===== src/logic/ecsr_map.svh =====
// register map, bit positions, reset values and timing counts of the
// e1 converter status/control slice; definitions only
`ifndef ECSR_MAP_SVH
`define ECSR_MAP_SVH

// register indices; byte address is four times the index
`define ECSR_IDX_ALARM 8'h0F
`define ECSR_IDX_CRC 8'h10
`define ECSR_IDX_CV_HI 8'h11
`define ECSR_IDX_CV_LO 8'h12
`define ECSR_IDX_DEV_ID 8'h13
`define ECSR_IDX_USER_TX 8'h14
`define ECSR_IDX_USER_PIN 8'h15
`define ECSR_IDX_RSV_A 8'h16
`define ECSR_IDX_RSV_B 8'h17
`define ECSR_IDX_CTRL 8'h18
`define ECSR_IDX_LATCH 8'h20
`define ECSR_IDX_MASK 8'h21
`define ECSR_IDX_REMOTE 8'h22

// control register bits
`define ECSR_CTRL_LOOP 7
`define ECSR_CTRL_BERT 6
`define ECSR_CTRL_SRST 5
`define ECSR_CTRL_SREN 4

// remote status bits
`define ECSR_REM_UNFRAMED 0
`define ECSR_REM_SA_SEL 1

// reset values
`define ECSR_RST_BYTE 8'h00
`define ECSR_RST_CV 16'h0000

// axi responses
`define ECSR_RESP_OKAY 2'b00
`define ECSR_RESP_SLVERR 2'b10

// timing
`define ECSR_CLK_PERIOD_NS 10
`define ECSR_SRST_NS 160
`define ECSR_SRST_CYCLES (`ECSR_SRST_NS / `ECSR_CLK_PERIOD_NS)
`define ECSR_RATE_WIN_NS 640
`define ECSR_RATE_WIN_CYCLES (`ECSR_RATE_WIN_NS / `ECSR_CLK_PERIOD_NS)
`define ECSR_RATE_THRESHOLD 6'h08
`define ECSR_STRAP_SETTLE 2'h2

`endif


===== src/logic/ecsr_pkg.sv =====
// types shared by the e1 converter status/control slice
// assumes ecsr_map.svh supplies every number
package ecsr_pkg;

  // live e1 framing alarms, one bit each, high while present
  typedef struct packed {
    logic los;
    logic ais;
    logic lomf;
    logic lof;
    logic crc_err;
    logic ral;
  } ecsr_alarm_type;

  // outgoing control levels
  typedef struct packed {
    logic wan_loopback;
    logic bert_enable;
    logic soft_reset;
  } ecsr_ctrl_type;

  typedef enum logic [1:0] {
    SR_IDLE = 2'b01,
    SR_BUSY = 2'b10
  } ecsr_srst_state_type;

endpackage


===== src/logic/ecsr_regs.sv =====
// status and control register slice of an ethernet-over-e1 converter,
// reached over an axi4-lite slave with 32-bit data, low byte used.
// assumes framer, sa deframer and pulse sources run on aclk; strap pins
// and the phy receive clock are asynchronous and are synchronised here.
`include "ecsr_map.svh"

module ecsr_regs (
  input wire logic aclk,
  input wire logic aresetn,
  input wire logic clk_en,
  input wire logic [9:0] s_axi_awaddr,
  input wire logic [2:0] s_axi_awprot,
  input wire logic s_axi_awvalid,
  output logic s_axi_awready,
  input wire logic [31:0] s_axi_wdata,
  input wire logic [3:0] s_axi_wstrb,
  input wire logic s_axi_wvalid,
  output logic s_axi_wready,
  output logic [1:0] s_axi_bresp,
  output logic s_axi_bvalid,
  input wire logic s_axi_bready,
  input wire logic [9:0] s_axi_araddr,
  input wire logic [2:0] s_axi_arprot,
  input wire logic s_axi_arvalid,
  output logic s_axi_arready,
  output logic [31:0] s_axi_rdata,
  output logic [1:0] s_axi_rresp,
  output logic s_axi_rvalid,
  input wire logic s_axi_rready,
  input wire ecsr_pkg::ecsr_alarm_type e1_alarm,
  input wire logic crc_err_pulse,
  input wire logic cv_pulse,
  input wire logic phy_rx_clk,
  input wire logic sa_usage_select,
  input wire logic remote_valid,
  input wire logic remote_unframed_status,
  input wire logic [15:0] strap_input_pins,
  output logic [7:0] local_user_info_out,
  output ecsr_pkg::ecsr_ctrl_type ctrl_out,
  output logic irq
);
  import ecsr_pkg::*;

  localparam int STRAP_W = 16;

  logic [STRAP_W-1:0] strap_sync;
  logic phy_m_q, phy_s_q, phy_p_q;
  logic [1:0] strap_cnt_q;
  logic [7:0] dev_id_q, user_pin_q;
  logic [5:0] win_cnt_q, edge_cnt_q;
  logic speed_q;
  logic [7:0] crc_error_count_q;
  logic [15:0] code_violation_count_q;
  ecsr_alarm_type alarm_p_q;
  logic rvalid_p_q, speed_p_q;
  logic [7:0] latch_q, latch_d, mask_q, events;
  logic [7:0] live_alarm;
  logic loop_q, bert_q, sren_q, srst_cmd_q;
  ecsr_srst_state_type sr_state_q;
  logic [4:0] sr_cnt_q;
  logic aw_have_q, w_have_q;
  logic [7:0] aw_idx_q, w_byte_q;
  logic w_lane_q;
  logic wr_fire, wr_en;
  logic [7:0] rd_byte;
  logic rd_ok, wr_ok;

  // straps are static pins: two flops each before anything looks
  for (genvar g = 0; g < STRAP_W; g++)
  begin : g_strap
    logic m_q, s_q;
    always_ff @(posedge aclk)
    begin
      if (!aresetn)
      begin
        m_q <= 1'b0;
        s_q <= 1'b0;
      end
      else if (clk_en)
      begin
        m_q <= strap_input_pins[g];
        s_q <= m_q;
      end
    end
    assign strap_sync[g] = s_q;
  end

  // sample only once the synchronisers hold the pins, not their reset zeros;
  // straps are static, so following them afterwards is harmless
  always_ff @(posedge aclk)
  begin
    if (!aresetn)
    begin
      strap_cnt_q <= 2'h0;
      dev_id_q <= `ECSR_RST_BYTE;
      user_pin_q <= `ECSR_RST_BYTE;
    end
    else if (clk_en && strap_cnt_q != `ECSR_STRAP_SETTLE)
      strap_cnt_q <= strap_cnt_q + 2'h1;
    else if (clk_en)
    begin
      dev_id_q <= strap_sync[15:8];
      user_pin_q <= strap_sync[7:0];
    end
  end

  // phy receive clock sampled as data; 25 MHz gives ~16 edges per
  // window, 2.5 MHz at most 2, so a mid threshold is robust
  always_ff @(posedge aclk)
  begin
    if (!aresetn)
    begin
      phy_m_q <= 1'b0;
      phy_s_q <= 1'b0;
      phy_p_q <= 1'b0;
    end
    else if (clk_en)
    begin
      phy_m_q <= phy_rx_clk;
      phy_s_q <= phy_m_q;
      phy_p_q <= phy_s_q;
    end
  end

  always_ff @(posedge aclk)
  begin
    if (!aresetn)
    begin
      win_cnt_q <= 6'h00;
      edge_cnt_q <= 6'h00;
      speed_q <= 1'b0;
    end
    else if (clk_en)
    begin
      if (win_cnt_q == 6'(`ECSR_RATE_WIN_CYCLES - 1))
      begin
        win_cnt_q <= 6'h00;
        edge_cnt_q <= 6'h00;
        speed_q <= (edge_cnt_q >= `ECSR_RATE_THRESHOLD);
      end
      else
      begin
        win_cnt_q <= win_cnt_q + 6'h01;
        if (phy_s_q && !phy_p_q && edge_cnt_q != 6'h3F)
          edge_cnt_q <= edge_cnt_q + 6'h01;
      end
    end
  end

  // error counters saturate rather than wrap so a long outage stays visible
  always_ff @(posedge aclk)
  begin
    if (!aresetn || (clk_en && ctrl_out.soft_reset))
    begin
      crc_error_count_q <= `ECSR_RST_BYTE;
      code_violation_count_q <= `ECSR_RST_CV;
    end
    else if (clk_en)
    begin
      if (crc_err_pulse && crc_error_count_q != 8'hFF)
        crc_error_count_q <= crc_error_count_q + 8'h01;
      if (cv_pulse && code_violation_count_q != 16'hFFFF)
        code_violation_count_q <= code_violation_count_q + 16'h0001;
    end
  end

  // live alarm byte, layout of the alarm register
  assign live_alarm = {e1_alarm.los, e1_alarm.ais, e1_alarm.lomf,
                       e1_alarm.lof, e1_alarm.crc_err, e1_alarm.ral,
                       speed_q, remote_valid};

  // rising alarms, any speed change, loss of far-end frame
  assign events = {live_alarm[7:2] & ~{alarm_p_q.los, alarm_p_q.ais,
                   alarm_p_q.lomf, alarm_p_q.lof, alarm_p_q.crc_err,
                   alarm_p_q.ral},
                   speed_q ^ speed_p_q,
                   rvalid_p_q & ~remote_valid};

  always_ff @(posedge aclk)
  begin
    if (!aresetn)
    begin
      alarm_p_q <= '0;
      speed_p_q <= 1'b0;
      rvalid_p_q <= 1'b0;
    end
    else if (clk_en)
    begin
      alarm_p_q <= e1_alarm;
      speed_p_q <= speed_q;
      rvalid_p_q <= remote_valid;
    end
  end

  // a new event wins over a write-one clear in the same cycle
  always_comb
  begin
    latch_d = latch_q;
    if (wr_en && aw_idx_q == `ECSR_IDX_LATCH)
      latch_d = latch_d & ~w_byte_q;
    latch_d = latch_d | events;
  end

  always_ff @(posedge aclk)
  begin
    if (!aresetn || (clk_en && ctrl_out.soft_reset))
      latch_q <= `ECSR_RST_BYTE;
    else if (clk_en)
      latch_q <= latch_d;
  end

  always_ff @(posedge aclk)
  begin
    if (!aresetn)
    begin
      mask_q <= `ECSR_RST_BYTE;
      irq <= 1'b0;
    end
    else if (clk_en)
    begin
      if (wr_en && aw_idx_q == `ECSR_IDX_MASK)
        mask_q <= w_byte_q;
      irq <= |(latch_q & mask_q);
    end
  end

  // user byte and control levels
  always_ff @(posedge aclk)
  begin
    if (!aresetn)
    begin
      local_user_info_out <= `ECSR_RST_BYTE;
      loop_q <= 1'b0;
      bert_q <= 1'b0;
      sren_q <= 1'b0;
    end
    else if (clk_en && wr_en)
    begin
      if (aw_idx_q == `ECSR_IDX_USER_TX)
        local_user_info_out <= w_byte_q;
      if (aw_idx_q == `ECSR_IDX_CTRL)
      begin
        loop_q <= w_byte_q[`ECSR_CTRL_LOOP];
        bert_q <= w_byte_q[`ECSR_CTRL_BERT];
        sren_q <= w_byte_q[`ECSR_CTRL_SREN];
      end
    end
  end

  // software reset; enable must already be set before the trigger write
  always_ff @(posedge aclk)
  begin
    if (!aresetn)
    begin
      sr_state_q <= SR_IDLE;
      sr_cnt_q <= 5'h00;
      srst_cmd_q <= 1'b0;
    end
    else if (clk_en)
    begin
      case (sr_state_q)
        SR_IDLE:
        begin
          if (wr_en && aw_idx_q == `ECSR_IDX_CTRL &&
              w_byte_q[`ECSR_CTRL_SRST] && sren_q)
          begin
            sr_state_q <= SR_BUSY;
            sr_cnt_q <= 5'h00;
            srst_cmd_q <= 1'b1;
          end
        end
        SR_BUSY:
        begin
          if (sr_cnt_q == 5'(`ECSR_SRST_CYCLES - 1))
          begin
            sr_state_q <= SR_IDLE;
            srst_cmd_q <= 1'b0;
          end
          else
            sr_cnt_q <= sr_cnt_q + 5'h01;
        end
        default:
        begin
          sr_state_q <= SR_IDLE;
          srst_cmd_q <= 1'b0;
        end
      endcase
    end
  end

  always_ff @(posedge aclk)
  begin
    if (!aresetn)
      ctrl_out <= '0;
    else if (clk_en)
    begin
      ctrl_out.wan_loopback <= loop_q;
      ctrl_out.bert_enable <= bert_q;
      ctrl_out.soft_reset <= srst_cmd_q;
    end
  end

  // write channel: address and data taken independently, any order
  assign wr_fire = aw_have_q && w_have_q && !s_axi_bvalid;
  assign wr_en = wr_fire && w_lane_q;

  always_comb
  begin
    wr_ok = 1'b1;
    if (aw_idx_q > `ECSR_IDX_CTRL && aw_idx_q != `ECSR_IDX_LATCH &&
        aw_idx_q != `ECSR_IDX_MASK && aw_idx_q != `ECSR_IDX_REMOTE)
      wr_ok = 1'b0;
    if (aw_idx_q < `ECSR_IDX_ALARM)
      wr_ok = 1'b0;
  end

  always_ff @(posedge aclk)
  begin
    if (!aresetn)
    begin
      s_axi_awready <= 1'b1;
      s_axi_wready <= 1'b1;
      aw_have_q <= 1'b0;
      w_have_q <= 1'b0;
      aw_idx_q <= 8'h00;
      w_byte_q <= 8'h00;
      w_lane_q <= 1'b0;
      s_axi_bvalid <= 1'b0;
      s_axi_bresp <= `ECSR_RESP_OKAY;
    end
    else if (clk_en)
    begin
      if (s_axi_awvalid && s_axi_awready)
      begin
        aw_have_q <= 1'b1;
        aw_idx_q <= s_axi_awaddr[9:2];
        s_axi_awready <= 1'b0;
      end
      if (s_axi_wvalid && s_axi_wready)
      begin
        w_have_q <= 1'b1;
        w_byte_q <= s_axi_wdata[7:0];
        w_lane_q <= s_axi_wstrb[0];
        s_axi_wready <= 1'b0;
      end
      if (wr_fire)
      begin
        aw_have_q <= 1'b0;
        w_have_q <= 1'b0;
        s_axi_bvalid <= 1'b1;
        // read-only targets accept silently, unmapped ones error
        s_axi_bresp <= wr_ok ? `ECSR_RESP_OKAY : `ECSR_RESP_SLVERR;
      end
      if (s_axi_bvalid && s_axi_bready)
      begin
        s_axi_bvalid <= 1'b0;
        s_axi_awready <= 1'b1;
        s_axi_wready <= 1'b1;
      end
    end
  end

  // read decode; reserved and unused bits read zero
  always_comb
  begin
    rd_byte = 8'h00;
    rd_ok = 1'b1;
    case (s_axi_araddr[9:2])
      `ECSR_IDX_ALARM: rd_byte = live_alarm;
      `ECSR_IDX_CRC: rd_byte = crc_error_count_q;
      `ECSR_IDX_CV_HI: rd_byte = code_violation_count_q[15:8];
      `ECSR_IDX_CV_LO: rd_byte = code_violation_count_q[7:0];
      `ECSR_IDX_DEV_ID: rd_byte = dev_id_q;
      `ECSR_IDX_USER_TX: rd_byte = local_user_info_out;
      `ECSR_IDX_USER_PIN: rd_byte = user_pin_q;
      `ECSR_IDX_RSV_A: rd_byte = 8'h00;
      `ECSR_IDX_RSV_B: rd_byte = 8'h00;
      `ECSR_IDX_CTRL: rd_byte = {loop_q, bert_q, srst_cmd_q, sren_q, 4'h0};
      `ECSR_IDX_LATCH: rd_byte = latch_q;
      `ECSR_IDX_MASK: rd_byte = mask_q;
      `ECSR_IDX_REMOTE: rd_byte = {6'h00, sa_usage_select,
                                   remote_unframed_status};
      default: rd_ok = 1'b0;
    endcase
  end

  always_ff @(posedge aclk)
  begin
    if (!aresetn)
    begin
      s_axi_arready <= 1'b1;
      s_axi_rvalid <= 1'b0;
      s_axi_rdata <= 32'h0000_0000;
      s_axi_rresp <= `ECSR_RESP_OKAY;
    end
    else if (clk_en)
    begin
      if (s_axi_arvalid && s_axi_arready)
      begin
        s_axi_arready <= 1'b0;
        s_axi_rvalid <= 1'b1;
        s_axi_rdata <= {24'h00_0000, rd_byte};
        s_axi_rresp <= rd_ok ? `ECSR_RESP_OKAY : `ECSR_RESP_SLVERR;
      end
      if (s_axi_rvalid && s_axi_rready)
      begin
        s_axi_rvalid <= 1'b0;
        s_axi_arready <= 1'b1;
      end
    end
  end

endmodule


===== config.mk =====
export PLATFORM = sky130hd
export DESIGN_NAME = ecsr_regs
export DESIGN_NICKNAME = d
export VERILOG_FILES = /design/src/logic/ecsr_pkg.sv /design/src/logic/ecsr_regs.sv
export VERILOG_INCLUDE_DIRS = /design/src /design/src/logic
export SDC_FILE = /design/constraint.sdc
export NUM_CORES = 1
export LEC_CHECK = 0
export ABC_AREA = 1
export ABC_CLOCK_PERIOD_IN_PS = 1500
export BUFFER_PORTS_ARGS = -buffer_cell sky130_fd_sc_hd__buf_2
export CELL_PAD_IN_SITES_DETAIL_PLACEMENT = 1
export CELL_PAD_IN_SITES_GLOBAL_PLACEMENT = 1
export CORE_MARGIN = 3
export CORE_UTILIZATION = 36
export DETAILED_ROUTE_END_ITERATION = 10
export GPL_ROUTABILITY_DRIVEN = 1
export PLACE_DENSITY = 0.78
export SYNTH_ARGS = -nofsm -noshare
export SYNTH_HDL_FRONTEND = slang
export SYNTH_SLANG_ARGS = --single-unit

===== constraint.sdc =====
create_clock -name aclk -period 1.5 [get_ports aclk]
set_input_delay 0.225 -clock aclk [delete_from_list [all_inputs] [get_ports aclk]]
set_output_delay 0.225 -clock aclk [all_outputs]
set_load 0.03 [all_outputs]

Yosys cells after proc, flatten, opt, wreduce, memory -nomap -nowiden. Index checks and enable logic that the tools add are counted.

Flip-flop bits (word level): 173. Bits of input ports: 98. Output and inout port bits: 53. Logic and storage cells: 217.

Add/sub/neg operators: 6. $lt $le $gt $ge: 3. Equality and inequality tests: 31. Multiplexer cells: 33. Bitwise operators: 10. Reductions and logical operators: 57.

Operator list (number): $eq A8 B5 Y1 const B (11); $pmux W8 S11 (1); $eq A8 B6 Y1 const B (5); $reduce_and A2 Y1 (18); $ne A8 B6 Y1 const B (3); $logic_and A1 B1 Y1 (23); $mux W1 (19); $mux W6 (3); $add A16 B1 Y16 const B (1); $and A8 B8 Y8 (2); $ne A16 B16 Y1 const B (1); $reduce_bool A2 Y1 (8); $reduce_or A13 Y1 (1); $add A6 B1 Y6 const B (2); $mux W5 (2); $pmux W5 S2 (1); $add A8 B1 Y8 const B (1); $eq A8 B4 Y1 const B (1); $gt A8 B5 Y1 const B (1); $lt A8 B4 Y1 const B (1); $mux W2 (4); $mux W8 (1); $ne A2 B2 Y1 const B (4); $ne A8 B8 Y1 const B (1); 22 further kinds (25).

Depth between registers and ports, before layout. Gate-level depths: netlist (run 1).

Word-level depth: 8. Depth in mapped cells: 11. Depth with buffers taken out: 11.

Worst setup path after synthesis (run 1). No wires, ideal clock.

Kind: register -> register. Start point: register code_violation_count_q[0]. End point: register code_violation_count_q[3]. Library setup time: 121 ps. Arrival: 1392 ps. Data required time: 1379 ps. Path slack: -13 ps. Cell stages (with the launch flop): 10. Path buffers: 1. Clock period less this slack: 1513 ps. Cells stage by stage: dfxtp_1 ha_1 inv_2 nor2_1 nand2_2 nor2_2 nor2_4 buf_6 nand3_1 a21oi_2.

Longest elaborated chain between the ends: 3. Elaborated cells on any way between the ends: 4. Classes of those cells: add/sub: 1; eq/ne: 1; reduce/logical: 2.

Ends and longest elaborated chain: start, declared (RTL line ecsr_regs.sv:53) `logic [15:0] code_violation_count_q;`; start signal, assigned (RTL line ecsr_regs.sv:156) `` code_violation_count_q <= `ECSR_RST_CV; ``; start signal, assigned (RTL line ecsr_regs.sv:163) `code_violation_count_q <= code_violation_count_q + 16'h0001;`; branches (longest 3 deep; another with $add A16 B1 Y16).

Several ways; the timed one is not identified. A chain may end at the register's enable or synchronous reset.

Worst setup path after layout (run 1).
Start point: register code_violation_count_q[1]. End point: register code_violation_count_q[3].

The elaborated chain is that of the path after synthesis.

==> results.txt, run 1 <==
- The commonest cells after synthesis are sky130_fd_sc_hd__nor2_1, sky130_fd_sc_hd__nand2_1, sky130_fd_sc_hd__dfxtp_1.
- Wire length of the first global-routing pass: between 40000 and 50000 microns
- Clk sinks: 170
- # IOs: 151
- In this run, placement finished with an instance count of about 1500.
* Crit-path max FO: 7
- Total global routing track utilization: 20.9%
- The worst-case IR drop observed on VDD is 0.778 mV.
- During synthesis, Yosys emitted a total of 0 warnings.
- The number of hold buffers added after CTS was 0.
- Post-synthesis instance total: ~1100
- The critical path contains buffers and inverters numbering 3 combined.
- Summing all flip-flop and latch instances after layout gives between 3000 and 4000 sq um.
- Routed wire length: roughly 27000 microns
- Critical Path Source: code_violation_count_q[1]
- The critical path in this run is classified as flip-flop to flip-flop.
- DR vias/cell: 5.04
* Data arrival time of the critical path: 1.87 ns
* Final setup slack of the worst path: 0.00259 ns
* Hold path startpoint: strap_input_pins[5]
* Per-instance average area after synthesis: 7.11 sq um
- Measured along the y axis, the die boundary spans 155 microns.
- The count of nets left with antenna violations once routing finished came out at 0.
- For this block, the initial DRC count from the detailed router was 328.
* Critical R2R Capture: code_violation_count_q[3]
- For this run, the slowest stage of the critical path takes between 0.3 and 0.4 ns.
- Post-Layout Cell Count: 1588
- Leak pwr: 4.52 nW
* Count of fill cells added during filler insertion: 2796
* Post-detailed-route DRC marker count: 0
- Area of the die: 24200 sq um
- Entering global routing, the biggest net connects 94 pins.
* Number of global-route vias before repair: 8077
- Cell family with most CP delay: compound AO/OA/AOI/OAI gates
* Final hold vios: 0
- Layout Nets: 1401
- Number of synthesized flops with an enable pin: 0
- In this run the critical register-to-register path is launched from code_violation_count_q[1].
- The number of pins exceeding their max-slew limit in the final report came to 0.
* Chip width: 155 microns
- Setup repair after global routing could not meet its margin everywhere.
- In this run the cell area of the synthesized design comes to around 8000 sq um.
- Timing analysis after detailed placement gives a worst setup slack of -0.115 ns.
- The worst hold path terminates at g_strap[5].m_q.
* Share of final-layout standard cells stronger than drive strength 1: 29.0%
- # Max-Cap Violations: 0
* Level count of the clock H-tree: 4
- Summed over all failing endpoints, the final setup total negative slack is 0 ns.
* Fmax: 0.668 GHz
- After synthesis, the cell types taking the most area are sky130_fd_sc_hd__dfxtp_1, sky130_fd_sc_hd__nor2_1, sky130_fd_sc_hd__nand2_1.
- In the post-synthesis netlist, the cell with the most instances is sky130_fd_sc_hd__nor2_1.
- Power density over cell area: a little over 1000 nW/um^2
* Row count: 54
- In this run, distinct cell masters in the synthesized netlist total 46.
* Overall via count from detail_route: 8010
- Clock period minus final worst setup slack: 1.50 ns
- Gp weighted congestion: 0.900
- Status: finished, final reports clean
* Worst EP required: 1.87 ns
- The clock arrives with 0.00826 ns of skew.
* Number of CTS-inserted buffers: 17
- Input and output buffers added on the ports amount to 87.
* Worst hold slack: 0.0119 ns
- Cells on worst reg2reg path: 9
* CTS clk-pin slew, worst paths: 0.07 ns
- Startpoint types: flip-flop
- Along the worst hold path, the cell count comes to 3.
- Proportion of netlist area held by the largest area contributor: 42.3%
- Antenna cell count: 0
- Number of search-and-repair iterations in the first detailed-routing pass: 4
- Counting along the longest clock path gives a buffer depth of 2.
- Root buffer cell: sky130_fd_sc_hd__clkbuf_16
* Type of the worst min-delay path: input port to flip-flop
* Gr ovfl total: 0
- Detailed placement finished with a half-perimeter wire length of roughly 18000 microns.
* CTS tree: yes
- CP cell instances: ha_4, inv_4, nor2_4, nand2_4, o21bai_4, buf_12, buf_16, o21ai_2, a21oi_2
- Setup violations remaining at the end of the flow were counted as 0.
- Sequential cells were found to cover 42.3% of the synthesized design area.
* Category of the worst setup path capture point: flip-flop
* Starting utilization of the core area: a little under two fifths
- Fraction of registers with async set or reset after synthesis: 0%
- From synthesis to final layout, the design area changed by 30.9%.
- The number of antenna violations at the first check in global routing is 0.
- Setup slack on the worst reg-to-reg path comes out at 0.003 ns.
- Yosys top cell by area: sky130_fd_sc_hd__dfxtp_1
- Most used flip-flop cell after synthesis: sky130_fd_sc_hd__dfxtp_1
* DR WL/cell: 16.7 microns
* #FFs+latches synth: 170
* Share of the clock period used by the worst path after layout: 99.8%
* Highest-delay cell along the critical path: sky130_fd_sc_hd__dfxtp_2
- At the later pin of the worst-skew pair, clock insertion delay measures 0.44 ns.
- The total area inside the core boundary comes to 21900 sq um.
- The multi-input combinational cells in the finished layout cover a total of 4350 sq um.
metrics by stage:
step                      total power, mW  util, %  instance area [sq um]
after floorplan                      5.65        -                   8140
after global placement               6.01     42.0                   9200
after detailed placement             6.05     42.0                   9200
after CTS                            10.9     45.6                   9990
after global routing                 11.4     48.1                  10500
final                                10.9     48.1                  10500
registers in the layout, indices dropped and copies added (netlist names), 5 cells and up:
name and cells:
s_axi_rdata 8, local_user_info_out 8, crc_error_count_q 8, code_violation_count_q 16
edge_cnt_q 6, alarm_p_q 6, g_strap.m_q 16, win_cnt_q 6
w_byte_q 8, mask_q 8, sr_cnt_q 5, user_pin_q 8
aw_idx_q 8, dev_id_q 8, g_strap.s_q 16, latch_q 8
metal layers:
| metal | track usage [%] | share of wire, % | vias to the layer above |
|---|---|---|---|
| li1 | - | - | 3980 |
| met1 | 26.4 | 44 | 3858 |
| met2 | 36.3 | 51 | 138 |
| met3 | 3.70 | 3.5 | 34 |
| met4 | 6.63 | 1.7 | 0 |
| met5 | 0 | 0 | - |
worst register-to-register path, cell delays in order (launching register included):
cell,delay [ns]
sky130_fd_sc_hd__dfxtp_2,0.36
sky130_fd_sc_hd__ha_4,0.16
sky130_fd_sc_hd__inv_4,0.04
sky130_fd_sc_hd__nor2_4,0.12
sky130_fd_sc_hd__nand2_4,0.10
sky130_fd_sc_hd__o21bai_4,0.22
sky130_fd_sc_hd__buf_12,0.14
sky130_fd_sc_hd__buf_16,0.13
sky130_fd_sc_hd__o21ai_2,0.06
sky130_fd_sc_hd__a21oi_2,0.12
worst max-delay path by stage:
stage | endpoint | slack [ns] | cells past startpoint
after global routing | code_violation_count_q[3] | -0.08 | 9
after floorplan | sr_cnt_q[0] | 0.03 | 8
after detailed placement | latch_q[4] | -0.12 | 6
after global placement | latch_q[1] | -0.07 | 6
after CTS | code_violation_count_q[11] | -0.03 | 8
final | code_violation_count_q[3] | 0.003 | 9
placed cells by master, fill, tap and decap left out, types with 4 or more instances in the layout:
cell type | netlist | routed
sky130_fd_sc_hd__or2_2 | 7 | 7
sky130_fd_sc_hd__a21oi_1 | 93 | 87
sky130_fd_sc_hd__dfxtp_2 | 0 | 17
sky130_fd_sc_hd__a211oi_1 | 5 | 5
sky130_fd_sc_hd__nor2_1 | 199 | 186
sky130_fd_sc_hd__dfxtp_1 | 170 | 151
sky130_fd_sc_hd__buf_6 | 1 | 6
sky130_fd_sc_hd__nor3_1 | 11 | 8
sky130_fd_sc_hd__inv_6 | 0 | 4
sky130_fd_sc_hd__nand2_4 | 1 | 9
sky130_fd_sc_hd__nand3_1 | 98 | 95
sky130_fd_sc_hd__conb_1 | 1 | 26
sky130_fd_sc_hd__clkbuf_16 | 0 | 18
sky130_fd_sc_hd__nand2_1 | 174 | 149
sky130_fd_sc_hd__nand2_2 | 7 | 25
sky130_fd_sc_hd__nor2_2 | 9 | 14
sky130_fd_sc_hd__ha_4 | 0 | 5
sky130_fd_sc_hd__o21ai_0 | 116 | 94
sky130_fd_sc_hd__o21ai_1 | 4 | 15
sky130_fd_sc_hd__nand4_1 | 10 | 10
sky130_fd_sc_hd__buf_4 | 31 | 82
sky130_fd_sc_hd__nand3_2 | 5 | 6
sky130_fd_sc_hd__inv_2 | 15 | 18
sky130_fd_sc_hd__buf_12 | 0 | 12
sky130_fd_sc_hd__xor2_1 | 10 | 10
sky130_fd_sc_hd__inv_4 | 0 | 4
sky130_fd_sc_hd__a21oi_2 | 10 | 16
sky130_fd_sc_hd__o21ai_2 | 1 | 10
sky130_fd_sc_hd__bufinv_16 | 0 | 4
sky130_fd_sc_hd__buf_2 | 15 | 87
sky130_fd_sc_hd__inv_1 | 78 | 71
sky130_fd_sc_hd__nor2_4 | 5 | 13
power by group:
group | switching, mW | total, mW | internal, mW | leakage (nW)
sequential | 0.138 | 4.86 | 4.72 | 1.40
combinational | 0.797 | 1.26 | 0.464 | 2.82
clock | 1.95 | 4.80 | 2.85 | 0.305
total | 2.88 | 10.9 | 8.04 | 4.52
what timing repair did:
action,CTS,global route
buffers inserted,3,22
pin swaps,11,48
gates cloned,1,2
gates resized for setup,25,128
setup endpoints to repair,42,67
layout make-up:
class                           instances  area share, %
Sequential cell                       170           32.6
Timing Repair Buffer                  189           13.4
Multi-Input combinational cell        824           41.3
Inverter                               93           3.41
Tap cell                              280           3.33
Clock buffer                           19           4.21
Clock inverter                         13           1.79
cell families after synthesis:
logic type | synth area share (%)
xor+xnor | 1.42
fa+ha+maj | 1.24
simple gates | 29.2
other cells | 0.0466
compound gates | 16.2
buf+inv | 9.57
flops | 42.3
No activity file was read; power rests on OpenSTA's default activity.
==> run 2: changes to the inputs <==
--- a/config.mk
+++ b/config.mk
@@ -17,4 +17,5 @@
 export GPL_ROUTABILITY_DRIVEN = 1
 export PLACE_DENSITY = 0.78
+export SKIP_LAST_GASP = 1
 export SYNTH_ARGS = -nofsm -noshare
 export SYNTH_HDL_FRONTEND = slang
==> constraint.sdc (replaced) <==
create_clock -name aclk -period 1.5 [get_ports aclk]
set_input_delay 0.3 -clock aclk [delete_from_list [all_inputs] [get_ports aclk]]
set_output_delay 0.3 -clock aclk [all_outputs]
set_load 0.03 [all_outputs]
==> run 2 against run 1 <==
Compared with the run above: via count is 1.9% higher; utilization is 0.42 points lower; clock-buffer cell count is 1 higher; the run now ends with negative setup slack left; critical path type unchanged; largest cell class unchanged; critical endpoint is now sr_cnt_q[0].
==> results.txt, run 2 (synthesis gave the netlist of run 1 again) <==
- In this run the worst setup path terminates at sr_cnt_q[0].
* Highest-delay cell along the critical path: sky130_fd_sc_hd__dfxtp_4
- Area of all sequential standard cells: 3430 sq um
- The placed instances occupy a cell area of 9330 sq um.
* IO Port Bufs: 87
* Total global routing track utilization: around a fifth
* Biggest cell delay along the critical path: ~0.36 ns
* Number of search-and-repair iterations in the first detailed-routing pass: 5
* Count of nets left with antenna violations after detail routing: 0
- Startpoint types: flip-flop
* Crit. path cell count: 8
- Routed wire length: about 26000 microns
- The endpoint identified for the worst register-to-register timing path is sr_cnt_q[0].
- Across all layers, the routed design uses between 8000 and 9000 vias.
- STA puts the critical path data required time at 1.82 ns.
- 0 antenna diodes ended up in the layout.
- Hold is met by 0.0923 ns.
- The worst hold path belongs to the class input port to flip-flop.
* CTS clk-pin slew, worst paths: 0.07 ns
- Cell family with most CP delay: compound AO/OA/AOI/OAI gates
* Maximum number of pins on one net before global-route repair: 89
- Data arrival time of the critical path: 1.86 ns
- After routing the design area is 10400 sq um.
- After the first detailed-routing iteration, the DRC count stood at 372.
* Fraction of power consumed by sequential logic: 47.7%
* Core region area: approximately 22000 sq um
- The number of buffers and inverters on the critical path is 0.
* Fmax: ~0.65 GHz
- Summing all multi-input logic gate instances after layout gives 4270 sq um.
- Gp weighted congestion: about 0.86
- R2R Path Start: sr_cnt_q[1]
* Gr ovfl total: 0
* Number of global-route vias before repair: 8144
- The number of clock buffers added by TritonCTS is 17.
- Flop2flop setup slack: -0.04 ns
- Clock skew on the completed layout was measured at 0.0122 ns.
* Most common library cell in the layout ignoring fill and taps: sky130_fd_sc_hd__nor2_1
* Power density over cell area: 975 nW/um^2
- The floorplan step defined a die boundary enclosing 24200 sq um.
- No sink is reached through more buffers than the 2 on the longest clock path.
* Category of the worst setup path capture point: flip-flop
* CP cell instances: ha_4, nand2_2, nor2_2, ha_2, o21ai_4, nand3_4, a21oi_1, nor2_1
* Leak pwr: 4.48 nW
- Power comes to around 10 mW.
- Crit-path max FO: 8
* Portion of total power attributed to the clock network: 39.9%
- Starting utilization of the core area: between 30% and 40%
- At the later pin of the worst-skew pair, clock insertion delay measures 0.43 ns.
- The final layout contains ~1400 nets.
- Setup repair after global routing missed its margin: yes
* WS Path Type: flip-flop to flip-flop
- The checks that failed: negative setup slack.
- The die is approximately 160 microns tall.
* Post-detailed-placement half-perimeter wirelength: 18500 microns
- The die is between 150 and 200 microns wide.
* Antenna violations before repair: 0
- After detailed routing, the number of vias per cell comes to 5.10.
- Area added between synthesis and finish: 29.8%
* Post-detailed-route DRC marker count: 0
- # IOs: 151
- Level count of the clock H-tree: 4
- In the final timing run, aggregate negative setup slack is -0.0400 ns.
- In this run switching power makes up between 20 and 30% of total power.
- Combinational fraction of design power: around 12%
- Switching power: 2.81 mW
- Max VDD drop: about 0.67 mV
- At the end of the flow the core is filled with cells to between 40% and 50%.
- Power Internal: 7.38 mW
- Final setup slack of the worst path: -0.0400 ns
* Wire length of the first global-routing pass: between 40000 and 50000 microns
- Row count: 54
- Fill cells in the final layout number 2790.
- Cells on worst reg2reg path: 8
* # Max-Cap Violations: 0
- The tree built by TritonCTS fans out to 170 sinks.
* Final hold vios: 0
- Share of final-layout standard cells stronger than drive strength 1: 28.2%
* Final-report max-slew violation count: 0
- The worst path in the final design needs a cycle of 1.54 ns, including I/O delays and setup.
* Root buffer cell: sky130_fd_sc_hd__clkbuf_16
- The top cell types in the final layout, fill and taps aside, are sky130_fd_sc_hd__nor2_1, sky130_fd_sc_hd__nand2_1, sky130_fd_sc_hd__dfxtp_1.
- Setup violations remaining at the end of the flow were counted as 1.
- Critical Path Source: sr_cnt_q[1]
- Share of the clock period used by the worst path after layout: 103%
- CTS tree: yes
* Registers with the most flip-flops: code_violation_count_q (16), g_strap.m_q (16), g_strap.s_q (16)
* Status: finished with violations
* DR WL/cell: 16.4 microns
run 2: tightest hold or removal path, delay by kind of cell:
family                 cells  cell delay (ns)
and+or+nand+nor            2             0.11
buffers and inverters      1             0.07
run 2: through the flow:
stage | std cells | setup slack [ns]
global placement | 1544 | -0.113
floorplan | 1157 | 0.0282
CTS | 1580 | 0.00405
finish | 1599 | -0.0400
global route | 1599 | -0.144
detailed placement | 1544 | -0.148
run 2: timing repair:
action | in CTS | in global routing
buffers inserted | 5 | 17
gates cloned | 0 | 2
hold buffers | 0 | 0
setup endpoints to repair | 36 | 66
pin swaps | 7 | 33
resized for setup | 17 | 95
run 2: worst min-delay path by stage:
stage	from	end	slack, ns	cells after the start
after floorplan	sr_state_q[0]	sr_state_q[0]	0.43	2
after global placement	phy_p_q	phy_p_q	0.44	2
after detailed placement	alarm_p_q[4]	alarm_p_q[4]	0.45	2
after CTS	strap_input_pins[5]	g_strap[5].m_q	0.08	3
after global routing	strap_input_pins[3]	g_strap[3].m_q	0.09	3
final	strap_input_pins[5]	g_strap[5].m_q	0.09	3
run 2: area by class of cell:
cell class / count / share of cell area (%)
Sequential cell: 170 / 32.9
Tap cell: 280 / 3.36
Multi-Input combinational cell: 824 / 40.9
Clock inverter: 11 / 0.851
Clock buffer: 20 / 4.28
Timing Repair Buffer: 201 / 14.4
Inverter: 93 / 3.43
run 2: layer usage:
layer | GRT usage (%) | share of wire (%)
met1 | 26.5 | 44
met2 | 36.2 | 51
met3 | 3.39 | 3.4
met4 | 5.67 | 1.7
met5 | 0 | 0
run 2: power by group through the flow:
stage	Clock [mW]	Sequential [mW]	Combinational [mW]
after floorplan	0	4.93	0.716
after global placement	0	4.93	1.09
after global routing	4.38	4.87	1.40
final	4.07	4.85	1.26
after CTS	4.15	4.84	1.17
after detailed placement	0	4.94	1.13
